$ cat config.mk
export PLATFORM = sky130hd
export DESIGN_NAME = rsv_top
export DESIGN_NICKNAME = d
export VERILOG_FILES = /design/src/inc/rsv_pkg.sv /design/src/hdl/rsv_top.sv
export VERILOG_INCLUDE_DIRS = /design/src /design/src/inc
export SDC_FILE = /design/constraint.sdc
export NUM_CORES = 1
export LEC_CHECK = 0
export ABC_AREA = 1
export BUFFER_PORTS_ARGS = -buffer_cell sky130_fd_sc_hd__buf_2
export CELL_PAD_IN_SITES_DETAIL_PLACEMENT = 1
export CELL_PAD_IN_SITES_GLOBAL_PLACEMENT = 1
export CORE_ASPECT_RATIO = 0.7
export CORE_UTILIZATION = 40
export CTS_BUF_LIST = sky130_fd_sc_hd__clkbuf_8
export DETAILED_ROUTE_END_ITERATION = 16
export GPL_TIMING_DRIVEN = 0
export PLACE_DENSITY = 0.83
export SLEW_MARGIN = 25
export SYNTH_ARGS = -nofsm -noshare
export SYNTH_HDL_FRONTEND = slang
export SYNTH_SLANG_ARGS = --single-unit
$ cat constraint.sdc
create_clock -name clk_i -period 2.85 [get_ports clk_i]
set_clock_uncertainty 0.2 [all_clocks]
set_input_delay 0.4275 -clock clk_i [delete_from_list [all_inputs] [get_ports clk_i]]
set_output_delay 0.4275 -clock clk_i [all_outputs]
set_load 0.01 [all_outputs]
$ cat src/inc/rsv_params.svh
// Constants for the ring signal validator: offsets, fields, resets, timing.
// Assumes a 125 MHz system clock and an AXI4-Lite register bus.
`ifndef RSV_PARAMS_SVH
`define RSV_PARAMS_SVH

// Clock and time base
`define RSV_CLK_MHZ 125
`define RSV_TICK_MS 2
`define RSV_TICK_CYCLES (`RSV_TICK_MS * 1000 * `RSV_CLK_MHZ)
`define RSV_TICK_W 18
`define RSV_DLY_STEP_MS 256
`define RSV_TO_STEP_MS 128
`define RSV_CONF_MS_0 100
`define RSV_CONF_MS_1 150
`define RSV_CONF_MS_2 200
`define RSV_CONF_MS_3 256
`define RSV_CONF_MS_4 384
`define RSV_CONF_MS_5 512
`define RSV_CONF_MS_6 640
`define RSV_CONF_MS_7 1024

// Register indices; byte address is four times the index
`define RSV_IDX_CTRL_A 8'h16
`define RSV_IDX_CTRL_B 8'h17
`define RSV_IDX_CTRL_C 8'h18
`define RSV_IDX_STATUS 8'h20
`define RSV_IDX_MASK 8'h21
`define RSV_IDX_STATE 8'h22

// Reset values
`define RSV_CTRL_A_RESET 8'h00
`define RSV_CTRL_B_RESET 8'h08
`define RSV_CTRL_C_RESET 8'h19

// Field positions
`define RSV_A_MAXF_LSB 0
`define RSV_A_DLY_LSB 6
`define RSV_B_CONF_LSB 0
`define RSV_B_TO_LSB 3
`define RSV_B_DLY2_BIT 7
`define RSV_C_MINF_LSB 0
`define RSV_C_RSVD_BIT 6
`define RSV_C_EN_BIT 7
`define RSV_ST_VALID_BIT 0
`define RSV_ST_END_BIT 1
`define RSV_ST_INV_BIT 2

// Bus responses
`define RSV_RESP_OKAY 2'h0
`define RSV_RESP_SLVERR 2'h2

`endif

$ cat src/inc/rsv_pkg.sv
// Types for the ring signal validator: FSM states, bus carriers, state.
// Assumes rsv_params.svh supplies the numeric constants.
package rsv_pkg;

  typedef enum logic [3:0] {
    st_idle  = 4'h1,
    st_qual  = 4'h2,
    st_delay = 4'h4,
    st_valid = 4'h8
  } rsv_state_e;

  typedef struct packed {
    logic awvalid;
    logic [7:0] awaddr;
    logic wvalid;
    logic [31:0] wdata;
    logic [3:0] wstrb;
    logic bready;
    logic arvalid;
    logic [7:0] araddr;
    logic rready;
  } rsv_axi_req_s;

  typedef struct packed {
    logic awready;
    logic wready;
    logic bvalid;
    logic [1:0] bresp;
    logic arready;
    logic rvalid;
    logic [31:0] rdata;
    logic [1:0] rresp;
  } rsv_axi_rsp_s;

  typedef struct packed {
    rsv_state_e st;
    logic [7:0] ctrl_a;
    logic [7:0] ctrl_b;
    logic [7:0] ctrl_c;
    logic [2:0] status;
    logic [2:0] mask;
    logic [17:0] tick_cnt;
    logic [5:0] qual_tmr;
    logic [5:0] space_cnt;
    logic [9:0] conf_cnt;
    logic [9:0] dly_cnt;
    logic [9:0] to_cnt;
    logic valid_pls;
    logic ring_valid;
    logic irq;
    rsv_axi_rsp_s rsp;
  } rsv_state_s;

endpackage : rsv_pkg

$ cat src/hdl/rsv_top.sv
// Ring signal validator: qualifies TIP/RING threshold events as a ring.
// Assumes events arrive as one-cycle pulses synchronous to clk_i.
//
// Overview of operation
// - Valid ring report waits a 3-bit delay code times 256 ms.
// - Ring ends after timeout code times 128 ms; code zero forbidden.
// - With enable set, ring valid only after frequency holds for the coded confirm time.
// - Enable clear bypasses validation; set runs qualify, confirm and delay.
// - Each event loads the qualify timer with the minimum-frequency field.
// - An event after the timer expired means too low; ring invalidated in qualify or delay, not once valid.
// - Events must be spaced at least min minus max field, in 2 ms.
//
// The AXI4-Lite slave port was chosen for this implementation.
`include "rsv_params.svh"

module rsv_top #(
  parameter int TICK_CYCLES = `RSV_TICK_CYCLES
) (
  // Clock and reset
  input wire logic clk_i,
  input wire logic arst_n_i,
  // Register bus
  input wire rsv_pkg::rsv_axi_req_s axi_req_i,
  output rsv_pkg::rsv_axi_rsp_s axi_rsp_o,
  // Line side
  input wire logic ring_evt_i,
  // Results
  output logic ring_valid_o,
  output logic irq_o
);

  // ----------------------------------------------------------------------
  // Constants and decoding
  // ----------------------------------------------------------------------
  localparam logic [2:0] SEL_NONE = 3'h0;
  localparam logic [2:0] SEL_A = 3'h1;
  localparam logic [2:0] SEL_B = 3'h2;
  localparam logic [2:0] SEL_C = 3'h3;
  localparam logic [2:0] SEL_STAT = 3'h4;
  localparam logic [2:0] SEL_MASK = 3'h5;
  localparam logic [2:0] SEL_STATE = 3'h6;
  localparam logic [17:0] TICK_LAST = 18'(TICK_CYCLES - 1);
  localparam logic [9:0] DLY_STEP = 10'(`RSV_DLY_STEP_MS / `RSV_TICK_MS);
  localparam logic [9:0] TO_STEP = 10'(`RSV_TO_STEP_MS / `RSV_TICK_MS);

  localparam rsv_pkg::rsv_state_s RST_Q = '{
    st: rsv_pkg::st_idle,
    ctrl_a: `RSV_CTRL_A_RESET,
    ctrl_b: `RSV_CTRL_B_RESET,
    ctrl_c: `RSV_CTRL_C_RESET,
    default: '0
  };

  // Byte address to register select
  function automatic logic [2:0] reg_sel(input logic [7:0] addr);
    logic [2:0] sel;
    case (addr)
      8'(`RSV_IDX_CTRL_A << 2): sel = SEL_A;
      8'(`RSV_IDX_CTRL_B << 2): sel = SEL_B;
      8'(`RSV_IDX_CTRL_C << 2): sel = SEL_C;
      8'(`RSV_IDX_STATUS << 2): sel = SEL_STAT;
      8'(`RSV_IDX_MASK << 2): sel = SEL_MASK;
      8'(`RSV_IDX_STATE << 2): sel = SEL_STATE;
      default: sel = SEL_NONE;
    endcase
    return sel;
  endfunction : reg_sel

  // Confirmation code to ticks of the 2 ms base
  function automatic logic [9:0] conf_ticks(input logic [2:0] code);
    logic [10:0] ms;
    case (code)
      3'h0: ms = 11'(`RSV_CONF_MS_0);
      3'h1: ms = 11'(`RSV_CONF_MS_1);
      3'h2: ms = 11'(`RSV_CONF_MS_2);
      3'h3: ms = 11'(`RSV_CONF_MS_3);
      3'h4: ms = 11'(`RSV_CONF_MS_4);
      3'h5: ms = 11'(`RSV_CONF_MS_5);
      3'h6: ms = 11'(`RSV_CONF_MS_6);
      default: ms = 11'(`RSV_CONF_MS_7);
    endcase
    return 10'(ms / 11'(`RSV_TICK_MS));
  endfunction : conf_ticks

  // ----------------------------------------------------------------------
  // State
  // ----------------------------------------------------------------------
  rsv_pkg::rsv_state_s q;
  rsv_pkg::rsv_state_s next_q;
  logic tick;
  logic en;
  logic bad;
  logic to_over;
  logic ev_valid;
  logic ev_end;
  logic ev_inv;
  logic rd_clr;
  logic [2:0] wsel;
  logic [2:0] rsel;
  logic [5:0] min_freq;
  logic [5:0] min_space;
  logic [9:0] conf_tgt;
  logic [9:0] dly_tgt;
  logic [9:0] to_tgt;
  logic [31:0] rd_data;

  // Outputs straight from the state flops
  assign axi_rsp_o = q.rsp;
  assign ring_valid_o = q.ring_valid;
  assign irq_o = q.irq;
  // ----------------------------------------------------------------------
  // Next-state logic
  // ----------------------------------------------------------------------
  always_comb
  begin
    next_q = q;
    ev_valid = 1'b0;
    ev_end = 1'b0;
    ev_inv = 1'b0;
    tick = (q.tick_cnt == TICK_LAST);
    next_q.tick_cnt = tick ? '0 : q.tick_cnt + 18'h1;
    // Write channel: take address and data together, answer next cycle
    wsel = reg_sel(axi_req_i.awaddr);
    next_q.rsp.awready = axi_req_i.awvalid && axi_req_i.wvalid &&
                         !q.rsp.awready && !q.rsp.bvalid;
    next_q.rsp.wready = next_q.rsp.awready;
    if (q.rsp.bvalid && axi_req_i.bready)
      next_q.rsp.bvalid = 1'b0;
    if (q.rsp.awready)
    begin
      next_q.rsp.bvalid = 1'b1;
      next_q.rsp.bresp = (wsel == SEL_NONE) ? `RSV_RESP_SLVERR
                                            : `RSV_RESP_OKAY;
      if (axi_req_i.wstrb[0])
      begin
        case (wsel)
          SEL_A: next_q.ctrl_a = axi_req_i.wdata[7:0];
          SEL_B: next_q.ctrl_b = axi_req_i.wdata[7:0];
          SEL_C:
          begin
            next_q.ctrl_c = axi_req_i.wdata[7:0];
            next_q.ctrl_c[`RSV_C_RSVD_BIT] = 1'b0;
          end
          SEL_MASK: next_q.mask = axi_req_i.wdata[2:0];
          default: ;
        endcase
      end
    end
    // Read channel: data is sampled at the address handshake
    rsel = reg_sel(axi_req_i.araddr);
    next_q.rsp.arready = axi_req_i.arvalid && !q.rsp.arready &&
                         !q.rsp.rvalid;
    case (rsel)
      SEL_A: rd_data = {24'h0, q.ctrl_a};
      SEL_B: rd_data = {24'h0, q.ctrl_b};
      SEL_C: rd_data = {24'h0, q.ctrl_c};
      SEL_STAT: rd_data = {29'h0, q.status};
      SEL_MASK: rd_data = {29'h0, q.mask};
      SEL_STATE: rd_data = {28'h0, q.st};
      default: rd_data = 32'h0;
    endcase
    rd_clr = q.rsp.arready && (rsel == SEL_STAT);
    if (q.rsp.rvalid && axi_req_i.rready)
      next_q.rsp.rvalid = 1'b0;
    if (q.rsp.arready)
    begin
      next_q.rsp.rvalid = 1'b1;
      next_q.rsp.rdata = rd_data;
      next_q.rsp.rresp = (rsel == SEL_NONE) ? `RSV_RESP_SLVERR
                                            : `RSV_RESP_OKAY;
    end
    // Decoded configuration
    en = q.ctrl_c[`RSV_C_EN_BIT];
    min_freq = q.ctrl_c[`RSV_C_MINF_LSB +: 6];
    // least event spacing; max bound must stay below the load
    min_space = min_freq - q.ctrl_a[`RSV_A_MAXF_LSB +: 6];
    conf_tgt = conf_ticks(q.ctrl_b[`RSV_B_CONF_LSB +: 3]);
    dly_tgt = 10'({q.ctrl_b[`RSV_B_DLY2_BIT],
                   q.ctrl_a[`RSV_A_DLY_LSB +: 2]} * DLY_STEP);
    // timeout measured from the latest event
    to_tgt = 10'(q.ctrl_b[`RSV_B_TO_LSB +: 4] * TO_STEP);
    to_over = (q.to_cnt >= to_tgt);
    // timer expired or events too close
    bad = (q.qual_tmr == 6'h0) || (q.space_cnt < min_space);
    // Free-running timers while a ring is in progress
    if (tick && q.st != rsv_pkg::st_idle)
    begin
      if (q.qual_tmr != 6'h0)
        next_q.qual_tmr = q.qual_tmr - 6'h1;
      if (q.space_cnt != 6'h3f)
        next_q.space_cnt = q.space_cnt + 6'h1;
      if (q.to_cnt != 10'h3ff)
        next_q.to_cnt = q.to_cnt + 10'h1;
    end
    if (ring_evt_i)
    begin
      // reload qualify timer on every event
      next_q.qual_tmr = min_freq;
      next_q.space_cnt = '0;
      next_q.to_cnt = '0;
    end
    // Ring qualification sequence
    case (q.st)
      rsv_pkg::st_idle:
      begin
        if (ring_evt_i)
        begin
          next_q.conf_cnt = '0;
          // bypass reports at once when disabled
          if (en)
            next_q.st = rsv_pkg::st_qual;
          else
          begin
            next_q.st = rsv_pkg::st_valid;
            ev_valid = 1'b1;
          end
        end
      end
      rsv_pkg::st_qual, rsv_pkg::st_delay:
      begin
        if (!en)
        begin
          next_q.st = rsv_pkg::st_valid;
          ev_valid = 1'b1;
        end
        else if (ring_evt_i && bad)
        begin
          // invalidate and restart on a bad event
          ev_inv = 1'b1;
          next_q.st = rsv_pkg::st_qual;
          next_q.conf_cnt = '0;
        end
        else if (!ring_evt_i && to_over)
          next_q.st = rsv_pkg::st_idle;
        else if (q.st == rsv_pkg::st_qual)
        begin
          // confirm time must pass with good spacing
          if (q.qual_tmr == 6'h0) // Rate fell below the window
            next_q.conf_cnt = '0;
          else if (q.conf_cnt >= conf_tgt)
          begin
            next_q.st = rsv_pkg::st_delay;
            next_q.dly_cnt = '0;
          end
          else if (tick)
            next_q.conf_cnt = q.conf_cnt + 10'h1;
        end
        else
        begin
          if (q.dly_cnt >= dly_tgt)
          begin
            next_q.st = rsv_pkg::st_valid;
            ev_valid = 1'b1;
          end
          else if (tick)
            next_q.dly_cnt = q.dly_cnt + 10'h1;
        end
      end
      rsv_pkg::st_valid:
      begin
        // ring over once the timeout elapses
        if (!ring_evt_i && to_over)
        begin
          next_q.st = rsv_pkg::st_idle;
          ev_end = 1'b1;
        end
      end
      default: next_q.st = rsv_pkg::st_idle;
    endcase
    // events set sticky status; a new event beats read-clear
    next_q.valid_pls = ev_valid;
    next_q.status = (rd_clr ? 3'h0 : q.status) | {ev_inv, ev_end, ev_valid};
    next_q.irq = |(next_q.status & next_q.mask);
    next_q.ring_valid = (next_q.st == rsv_pkg::st_valid);
  end

  // ----------------------------------------------------------------------
  // State register
  // ----------------------------------------------------------------------
  // reset clears every timer
  always_ff @(posedge clk_i or negedge arst_n_i)
  begin
    if (!arst_n_i)
      q <= RST_Q;
    else
      q <= next_q;
  end
endmodule : rsv_top

==> implementation parameters, run 1 <==
Parameter                              Value

Outcome
  Status    finished, violations left
  Violations in the final reports    setup timing

Global routing
  GRT Resource Usage Total    23.6%
  Global route total overflow    0
  Largest net degree at the start of global routing    59
  Initial antenna violation count    0
  Number of global-route vias before repair    6637
  Wire length of the first global-routing pass    34.7 mm

Setup path
  Count of buffering cells on the critical path with inverters included    5
  Worst EP arrival    3.32 ns
  Class of the most critical setup path    flip-flop to flip-flop
  Crit Path Max Fanout    5
  Endpoint of the lowest-slack register-to-register path    q[72]$_DFFE_PN0P_
  Critical Path RT    3.00 ns
  FF-to-FF setup slack    -0.33 ns
  Endpoint type of the worst setup path    flip-flop
  Sequence of cells on the critical path    inv_2 -> ha_4 -> inv_4 -> nand3_2 -> nand2_2 -> nand2_2 -> buf_4 -> buf_4 -> nand2_1 -> ha_4 -> nand2_1 -> nand2_1 -> a21oi_2 -> nand2_2 -> nand2_4 -> nand3_4 -> a21oi_4 -> buf_6 -> nand3_2 -> nand2_1
  Startpoint of the most critical register-to-register path    min_freq[0]$_DFFE_PN1P_
  Largest delay contributor family on the critical path    simple AND/OR/NAND/NOR gates
  Kind of start point of the critical path    flip-flop
  Critical Path Most Common Cell    sky130_fd_sc_hd__nand2_1
  Critical-path top delay cell    sky130_fd_sc_hd__dfstp_2
  Crit path from    min_freq[0]$_DFFE_PN1P_
  Number of cells traversed by the worst register-to-register path    20
  Biggest cell delay along the critical path    0.58 ns

Synthesis
  Share of the synthesized area in the top cell type    35.8%
  Synth Flop Type    sky130_fd_sc_hd__dfrtp_1
  Cell with the most instances after synthesis    sky130_fd_sc_hd__nand2_1
  Distinct cells, synth    51
  Syn Inst Count    965
  Sequential fraction of the synthesis area    37.6%
  Library cell occupying the most area in the post-synthesis netlist    sky130_fd_sc_hd__dfrtp_1
  Mean instance size in the synthesized netlist    7.53 um2
  Top cells by area, synth    sky130_fd_sc_hd__dfrtp_1, sky130_fd_sc_hd__nand2_1, sky130_fd_sc_hd__inv_1, sky130_fd_sc_hd__ha_1, sky130_fd_sc_hd__nand3_1
  Cell area after synthesis    7270 um2
  Post-synth ARST share    100%
  Count of flip-flops with a built-in enable after synthesis    0
  Flop and latch count out of synthesis    109
  Commonest cells in the netlist    sky130_fd_sc_hd__nand2_1, sky130_fd_sc_hd__inv_1, sky130_fd_sc_hd__dfrtp_1
  Synth warnings    0

Job
  Max capacitance violation total    0

Finish
  Number of nets in the final layout    1175
  Area growth, synth to finish    19.0%
  Total area of multi-input combinational cells    3980 um2
  Post-Route Utilization    49.5%
  Number of antenna diodes    0
  Filler cell count    2205
  Proportion of layout cells with a drive suffix above 1    22.9%
  Storage element area    2740 um2

Drt
  Total Wirelength    21.7 mm
  Count of unresolved DRC violations after routing    0
  Post-DRT Antenna Nets    0
  Vias after detailed routing    6839
  Post-detailed-route via-to-cell ratio    5.20
  Routed WL per cell    16.5 um
  DR iter-0 viols    333
  First drt pass iteration count    5

Clock network
  Number of CTS-inserted buffers    9
  CTS tree    done
  # H-tree levels    3
  Post-CTS clock slew at the launch and capture registers of the worst setup and hold paths    0.12 ns
  Total clock sinks    109
  Number of buffers between clock root and the deepest sink    2
  Worst-skew pair later-pin latency    0.41 ns
  Clock root buffer    sky130_fd_sc_hd__clkbuf_8

Die
  Initial core utilization    41.6%
  Row Count    40
  Die area    18700 um2
  Boundary Pins    103
  Die height    115 um
  Die width    163 um
  Total core area    17500 um2

Min path
  Min-delay worst type    primary input to flip-flop
  Cell depth of the worst hold path    2
  Sink of the worst hold path    axi_rsp_o[34]$_DFFE_PN0P_
  Worst min-delay path startpoint    axi_req_i[0]

Placed design
  Pre-CTS setup slack    -0.623 ns
  Routability congestion estimate from global placement    0.871
  Port Buffer Count    48
  Sum of net half-perimeters after detailed placement    15.5 mm

Timing
  Share of the cycle needed by the critical path after routing    111%
  Minimum setup slack in the final design    -0.325 ns
  Count of pins over their slew limit    0
  Slew @ Worst Pin    0.814 ns
  Final Hold Vio Count    0
  Time the final worst path needs with I/O delays and setup    3.18 ns
  RSZ-0062 raised after global routing    yes
  Endpoints failing setup    26
  Maximum clock rate    315 MHz
  Worst slew slack as a fraction of its limit    45.3%

Pwr
  Net switching fraction of the power    35.0%
  Leakage power    0.00430 uW
  Relative contribution of sequential cells to total power    48.6%
  Cell area power density    402 nW/um2
  Cell internal pwr    2260 uW
  Clock network fraction of total power    27.7%
  Power spent charging and discharging nets    1220 uW
  Worst IR Drop VDD    0.240 mV
  Fraction of power consumed by combinational cells    23.8%
-- worst max path at each step --
stage | to | cells past startpoint
floorplan | q[55]$_DFFE_PN0P_ | 19
global placement | q[67]$_DFFE_PN0P_ | 18
detailed placement | q[67]$_DFFE_PN0P_ | 18
CTS | q[73]$_DFFE_PN0P_ | 18
global route | q[60]$_DFFE_PN0P_ | 22
finish | q[72]$_DFFE_PN0P_ | 20
-- cell type report --
class / count / share of cell area (%)
Tap cell: 231 / 3.34
Inverter: 136 / 5.93
Buffer: 57 / 4.90
Multi-Input combinational cell: 690 / 46.0
Timing Repair Buffer: 76 / 5.99
Clock buffer: 9 / 1.43
Clock inverter: 7 / 0.738
Sequential cell: 109 / 31.6
-- power by group through the flow --
stage	Combinational, uW	Clock (uW)	Sequential, uW
after global routing	909	1040	1700
final	826	961	1690
after detailed placement	661	0	1720
after global placement	634	0	1710
after CTS	770	983	1680
after floorplan	435	0	1700
-- layout by cell type, fill, tap and decap left out, types with 4 or more instances in the layout --
cell type                    n
sky130_fd_sc_hd__nor4_1      4
sky130_fd_sc_hd__xnor2_1     8
sky130_fd_sc_hd__nand2_2    19
sky130_fd_sc_hd__clkbuf_8    9
sky130_fd_sc_hd__xor2_1     14
sky130_fd_sc_hd__dfstp_2     5
sky130_fd_sc_hd__clkbuf_1    4
sky130_fd_sc_hd__inv_1     127
sky130_fd_sc_hd__a21oi_1    22
sky130_fd_sc_hd__nand2_4     8
sky130_fd_sc_hd__o21ai_0    61
sky130_fd_sc_hd__nor3_2      8
sky130_fd_sc_hd__buf_6       9
sky130_fd_sc_hd__ha_1       31
sky130_fd_sc_hd__o21ai_1    11
sky130_fd_sc_hd__nand3_2    24
sky130_fd_sc_hd__conb_1     26
sky130_fd_sc_hd__buf_4      61
sky130_fd_sc_hd__nor2_4      5
sky130_fd_sc_hd__buf_2      53
sky130_fd_sc_hd__nand4_1    20
sky130_fd_sc_hd__nor3_1     14
sky130_fd_sc_hd__o31ai_1     5
sky130_fd_sc_hd__a31oi_1     4
sky130_fd_sc_hd__nand3_1    63
sky130_fd_sc_hd__nor2_2      5
sky130_fd_sc_hd__nand3b_1    4
sky130_fd_sc_hd__inv_2       8
sky130_fd_sc_hd__nor2_1     72
sky130_fd_sc_hd__dfrtp_1   102
sky130_fd_sc_hd__o22ai_1     7
sky130_fd_sc_hd__nand2_1   215
-- cell families after synthesis --
family,count (synthesis),share of synthesized area [%]
fa+ha+maj,36,6.30
buf+inv,193,12.6
other cells,1,0.0516
flops,109,37.6
xor+xnor,22,2.65
simple gates,478,31.2
compound gates,126,9.55
-- worst register-to-register path, cell delays in order, from the launching register on --
cell	delay [ns]
sky130_fd_sc_hd__dfstp_2	0.58
sky130_fd_sc_hd__inv_2	0.05
sky130_fd_sc_hd__ha_4	0.16
sky130_fd_sc_hd__inv_4	0.06
sky130_fd_sc_hd__nand3_2	0.11
sky130_fd_sc_hd__nand2_2	0.11
sky130_fd_sc_hd__nand2_2	0.06
sky130_fd_sc_hd__buf_4	0.13
sky130_fd_sc_hd__buf_4	0.12
sky130_fd_sc_hd__nand2_1	0.12
sky130_fd_sc_hd__ha_4	0.22
sky130_fd_sc_hd__nand2_1	0.06
sky130_fd_sc_hd__nand2_1	0.07
sky130_fd_sc_hd__a21oi_2	0.16
sky130_fd_sc_hd__nand2_2	0.10
sky130_fd_sc_hd__nand2_4	0.10
sky130_fd_sc_hd__nand3_4	0.09
sky130_fd_sc_hd__a21oi_4	0.27
sky130_fd_sc_hd__buf_6	0.19
sky130_fd_sc_hd__nand3_2	0.08
sky130_fd_sc_hd__nand2_1	0.07
-- metrics by stage --
| stage | hold WS [ns] | power (uW) | cells | setup TNS [ns] | instance area (um2) |
|---|---|---|---|---|---|
| CTS | 0.000497 | 3440 | 1305 | -6.84 | 8410 |
| floorplan | -0.0681 | 2140 | 990 | 0 | 7360 |
| global placement | 0.243 | 2350 | 1269 | -40.14 | 7890 |
| global route | 0.0278 | 3650 | 1315 | -10.66 | 8650 |
| detailed placement | 0.186 | 2380 | 1270 | -14.58 | 7930 |
| finish | 0.0152 | 3470 | 1315 | -6.66 | 8650 |
-- flip-flops by register name, indices dropped and copies added (netlist names) --
signal,count
min_freq,6
irq_o,1
en,1
q,86
ring_valid_o,1
axi_rsp_o,14
-- routing by layer --
metal  track usage [%]  routed length (um)  up-vias
li1                  -                   -     3304
met1              34.9               10800     3363
met2              35.8                9610      155
met3              4.47                1040       17
met4              5.05                 218        0
met5                 0                   0        -
-- timing repair --
action                     in CTS  in global routing
pin swaps                      26                 35
hold endpoints to repair       51                  0
setup endpoints to repair      28                 28
cloned                          4                  1
buffers inserted               13                 10
resized for setup              41                 34
hold buffers                    2                  0
(Power assumes the default switching activity.)
==> run 2: changes to the inputs <==
Settings changed: PLACE_DENSITY 0.83 to 0.88.
==> run 2 against run 1 <==
  * The flow still finishes with violations (setup timing)
  * Critical path type unchanged
  * Fmax down 4.7%
  * Sequential power about the same
  * Largest power group unchanged
  * Worst hold slack improved by 0.0012 ns
  * Sequential cell count unchanged
  * Design area grew 0.84%
  * Cell count rose by 0.23%
  * Power is 3.6% higher
  * Critical path depth increased by 1
  * Via count is 3.9% higher
==> implementation parameters, run 2 (same netlist as run 1, synthesis figures left out) <==
Parameter                              Value

Min path
  Worst min-delay path startpoint    axi_req_i[9]
  Sink of the worst hold path    axi_rsp_o[35]$_DFF_PN0_
  Min-delay worst type    primary input to flip-flop
  Cell depth of the worst hold path    3

Global routing
  Largest net degree at the start of global routing    70
  Initial antenna violation count    0
  Global route total overflow    0
  Wire length of the first global-routing pass    36.4 mm
  Number of global-route vias before repair    7103
  GRT Resource Usage Total    25.0%

Clock network
  Number of CTS-inserted buffers    9
  CTS tree    done
  Total clock sinks    109
  Clock root buffer    sky130_fd_sc_hd__clkbuf_8
  Post-CTS clock slew at the launch and capture registers of the worst setup and hold paths    0.12 ns
  # H-tree levels    3
  Worst-skew pair later-pin latency    0.42 ns
  Number of buffers between clock root and the deepest sink    2

Finish
  Flip-flop count of the largest register, all copies and words added    86
  Area growth, synth to finish    20.0%
  Number of antenna diodes    0
  Filler cell count    2184
  Most common cell after layout, fill and taps aside    sky130_fd_sc_hd__nand2_1
  Number of nets in the final layout    1178
  Proportion of layout cells with a drive suffix above 1    22.8%
  Top library cells by usage in the layout, fill and taps aside    sky130_fd_sc_hd__nand2_1, sky130_fd_sc_hd__inv_1, sky130_fd_sc_hd__dfrtp_1, sky130_fd_sc_hd__nor2_1, sky130_fd_sc_hd__nand3_1
  Non-Filler Cell Area, Final    8720 um2
  Top reg by flops    q

Timing
  Final Hold Vio Count    0
  Worst Hold Slack    0.0164 ns
  Share of the cycle needed by the critical path after routing    117%
  RSZ-0062 raised after global routing    yes
  Final sum of negative setup slack    -11.24 ns
  Worst slew slack as a fraction of its limit    49.3%
  Endpoints failing setup    28
  Maximum clock rate    300 MHz
  Time the final worst path needs with I/O delays and setup    3.33 ns
  Minimum setup slack in the final design    -0.483 ns
  Count of pins over their slew limit    0
  Slew @ Worst Pin    0.755 ns

Pwr
  Cell area power density    413 nW/um2
  Total chip power    3600 uW
  Leakage power    0.00432 uW
  Worst IR Drop VDD    0.203 mV

Die
  Initial core utilization    41.6%
  Die height    115 um
  Total core area    17500 um2
  Boundary Pins    103
  Die area    18700 um2
  Row Count    40
  Die width    163 um

Setup path
  Endpoint type of the worst setup path    flip-flop
  Worst EP arrival    3.44 ns
  Class of the most critical setup path    flip-flop to flip-flop
  Critical-path top delay cell    sky130_fd_sc_hd__dfrtp_1
  Startpoint of the most critical register-to-register path    q[128]$_DFFE_PN0P_
  Biggest cell delay along the critical path    0.41 ns
  Number of cells traversed by the worst register-to-register path    21
  Sequence of cells on the critical path    inv_2 -> ha_4 -> a21oi_4 -> nand2_1 -> nand2_2 -> nand2_1 -> a21oi_2 -> xor2_1 -> ha_1 -> nand2_2 -> inv_1 -> a21oi_2 -> nand2_2 -> nand2_4 -> nand2_4 -> buf_4 -> buf_4 -> nand3_1 -> nor2_1 -> nand3_1 -> nand2_1
  Crit Path Max Fanout    4
  Endpoint of the lowest-slack register-to-register path    q[73]$_DFFE_PN0P_
  Critical Path RT    2.95 ns
  Kind of start point of the critical path    flip-flop
  FF-to-FF setup slack    -0.48 ns

Job
  Max capacitance violation total    0

Outcome
  Violations in the final reports    setup timing
  Status    finished, violations left

Drt
  Count of unresolved DRC violations after routing    0
  Total Wirelength    23.8 mm
  Vias after detailed routing    7108
  Routed WL per cell    18.0 um
  Post-detailed-route via-to-cell ratio    5.39
  DR iter-0 viols    356
  Post-DRT Antenna Nets    0
  First drt pass iteration count    5

Placed design
  Port Buffer Count    48
  Post-Place Cell Area    7930 um2
  Sum of net half-perimeters after detailed placement    15.7 mm
  Routability congestion estimate from global placement    0.898
## run 2: layout make-up
cell class	count	area, um2	area share (%)
Inverter	136	513	5.88
Sequential cell	109	2740	31.4
Multi-Input combinational cell	690	3990	45.8
Clock buffer	9	124	1.42
Clock inverter	7	93.8	1.08
Buffer	57	424	4.86
Tap cell	231	289	3.31
Timing Repair Buffer	79	547	6.27
## run 2: worst max-delay path by stage
stage | startpoint | end | cells after the start
after CTS | q[128]$_DFFE_PN0P_ | q[73]$_DFFE_PN0P_ | 19
after global placement | min_freq[2]$_DFFE_PN0P_ | q[65]$_DFFE_PN0P_ | 18
after detailed placement | min_freq[2]$_DFFE_PN0P_ | q[61]$_DFFE_PN0P_ | 19
after floorplan | min_freq[0]$_DFFE_PN1P_ | q[55]$_DFFE_PN0P_ | 19
after global routing | q[128]$_DFFE_PN0P_ | q[73]$_DFFE_PN0P_ | 21
final | q[128]$_DFFE_PN0P_ | q[73]$_DFFE_PN0P_ | 21
## run 2: worst max-delay path, delay by kind of cell (launching register included)
| family | cells | cell delay (ns) |
|---|---|---|
| buffers and inverters | 4 | 0.48 |
| AOI/OAI and AO/OA | 3 | 0.42 |
| xor gates and xnor gates | 1 | 0.22 |
| and+or+nand+nor | 11 | 0.95 |
| adders and majority gates | 2 | 0.54 |
| DFF | 1 | 0.41 |
## run 2: per-stage QoR
step | setup WS [ns] | std cells | utilization, %
finish | -0.483 | 1318 | 49.9
global route | -0.604 | 1318 | 49.9
CTS | -0.250 | 1308 | 48.8
detailed placement | -0.557 | 1270 | 45.4
global placement | -0.389 | 1269 | 45.2
floorplan | 0.00662 | 990 | -
## run 2: what timing repair did
item	in CTS	in global routing
gates cloned	4	1
pin swaps	25	14
buffers inserted	15	9
endpoints found under the setup margin	28	28
gates resized for setup	55	25
hold buffers	3	0
endpoints found under the hold margin	42	0
## run 2: power by group
| part | internal [uW] | total, uW | leakage (uW) | switching (uW) |
|---|---|---|---|---|
| Sequential | 1620 | 1690 | 0.00143 | 66.2 |
| Combinational | 310 | 853 | 0.00278 | 543 |
| Clock | 428 | 1060 | 0.000110 | 631 |
## run 2: layer usage
layer,track usage (%),vias to the layer above,part of all wire (%)
met2,40.9,268,46
met3,6.42,61,7.8
met5,0,-,0
li1,-,3311,-
met1,33.0,3468,44
met4,6.42,0,2.3
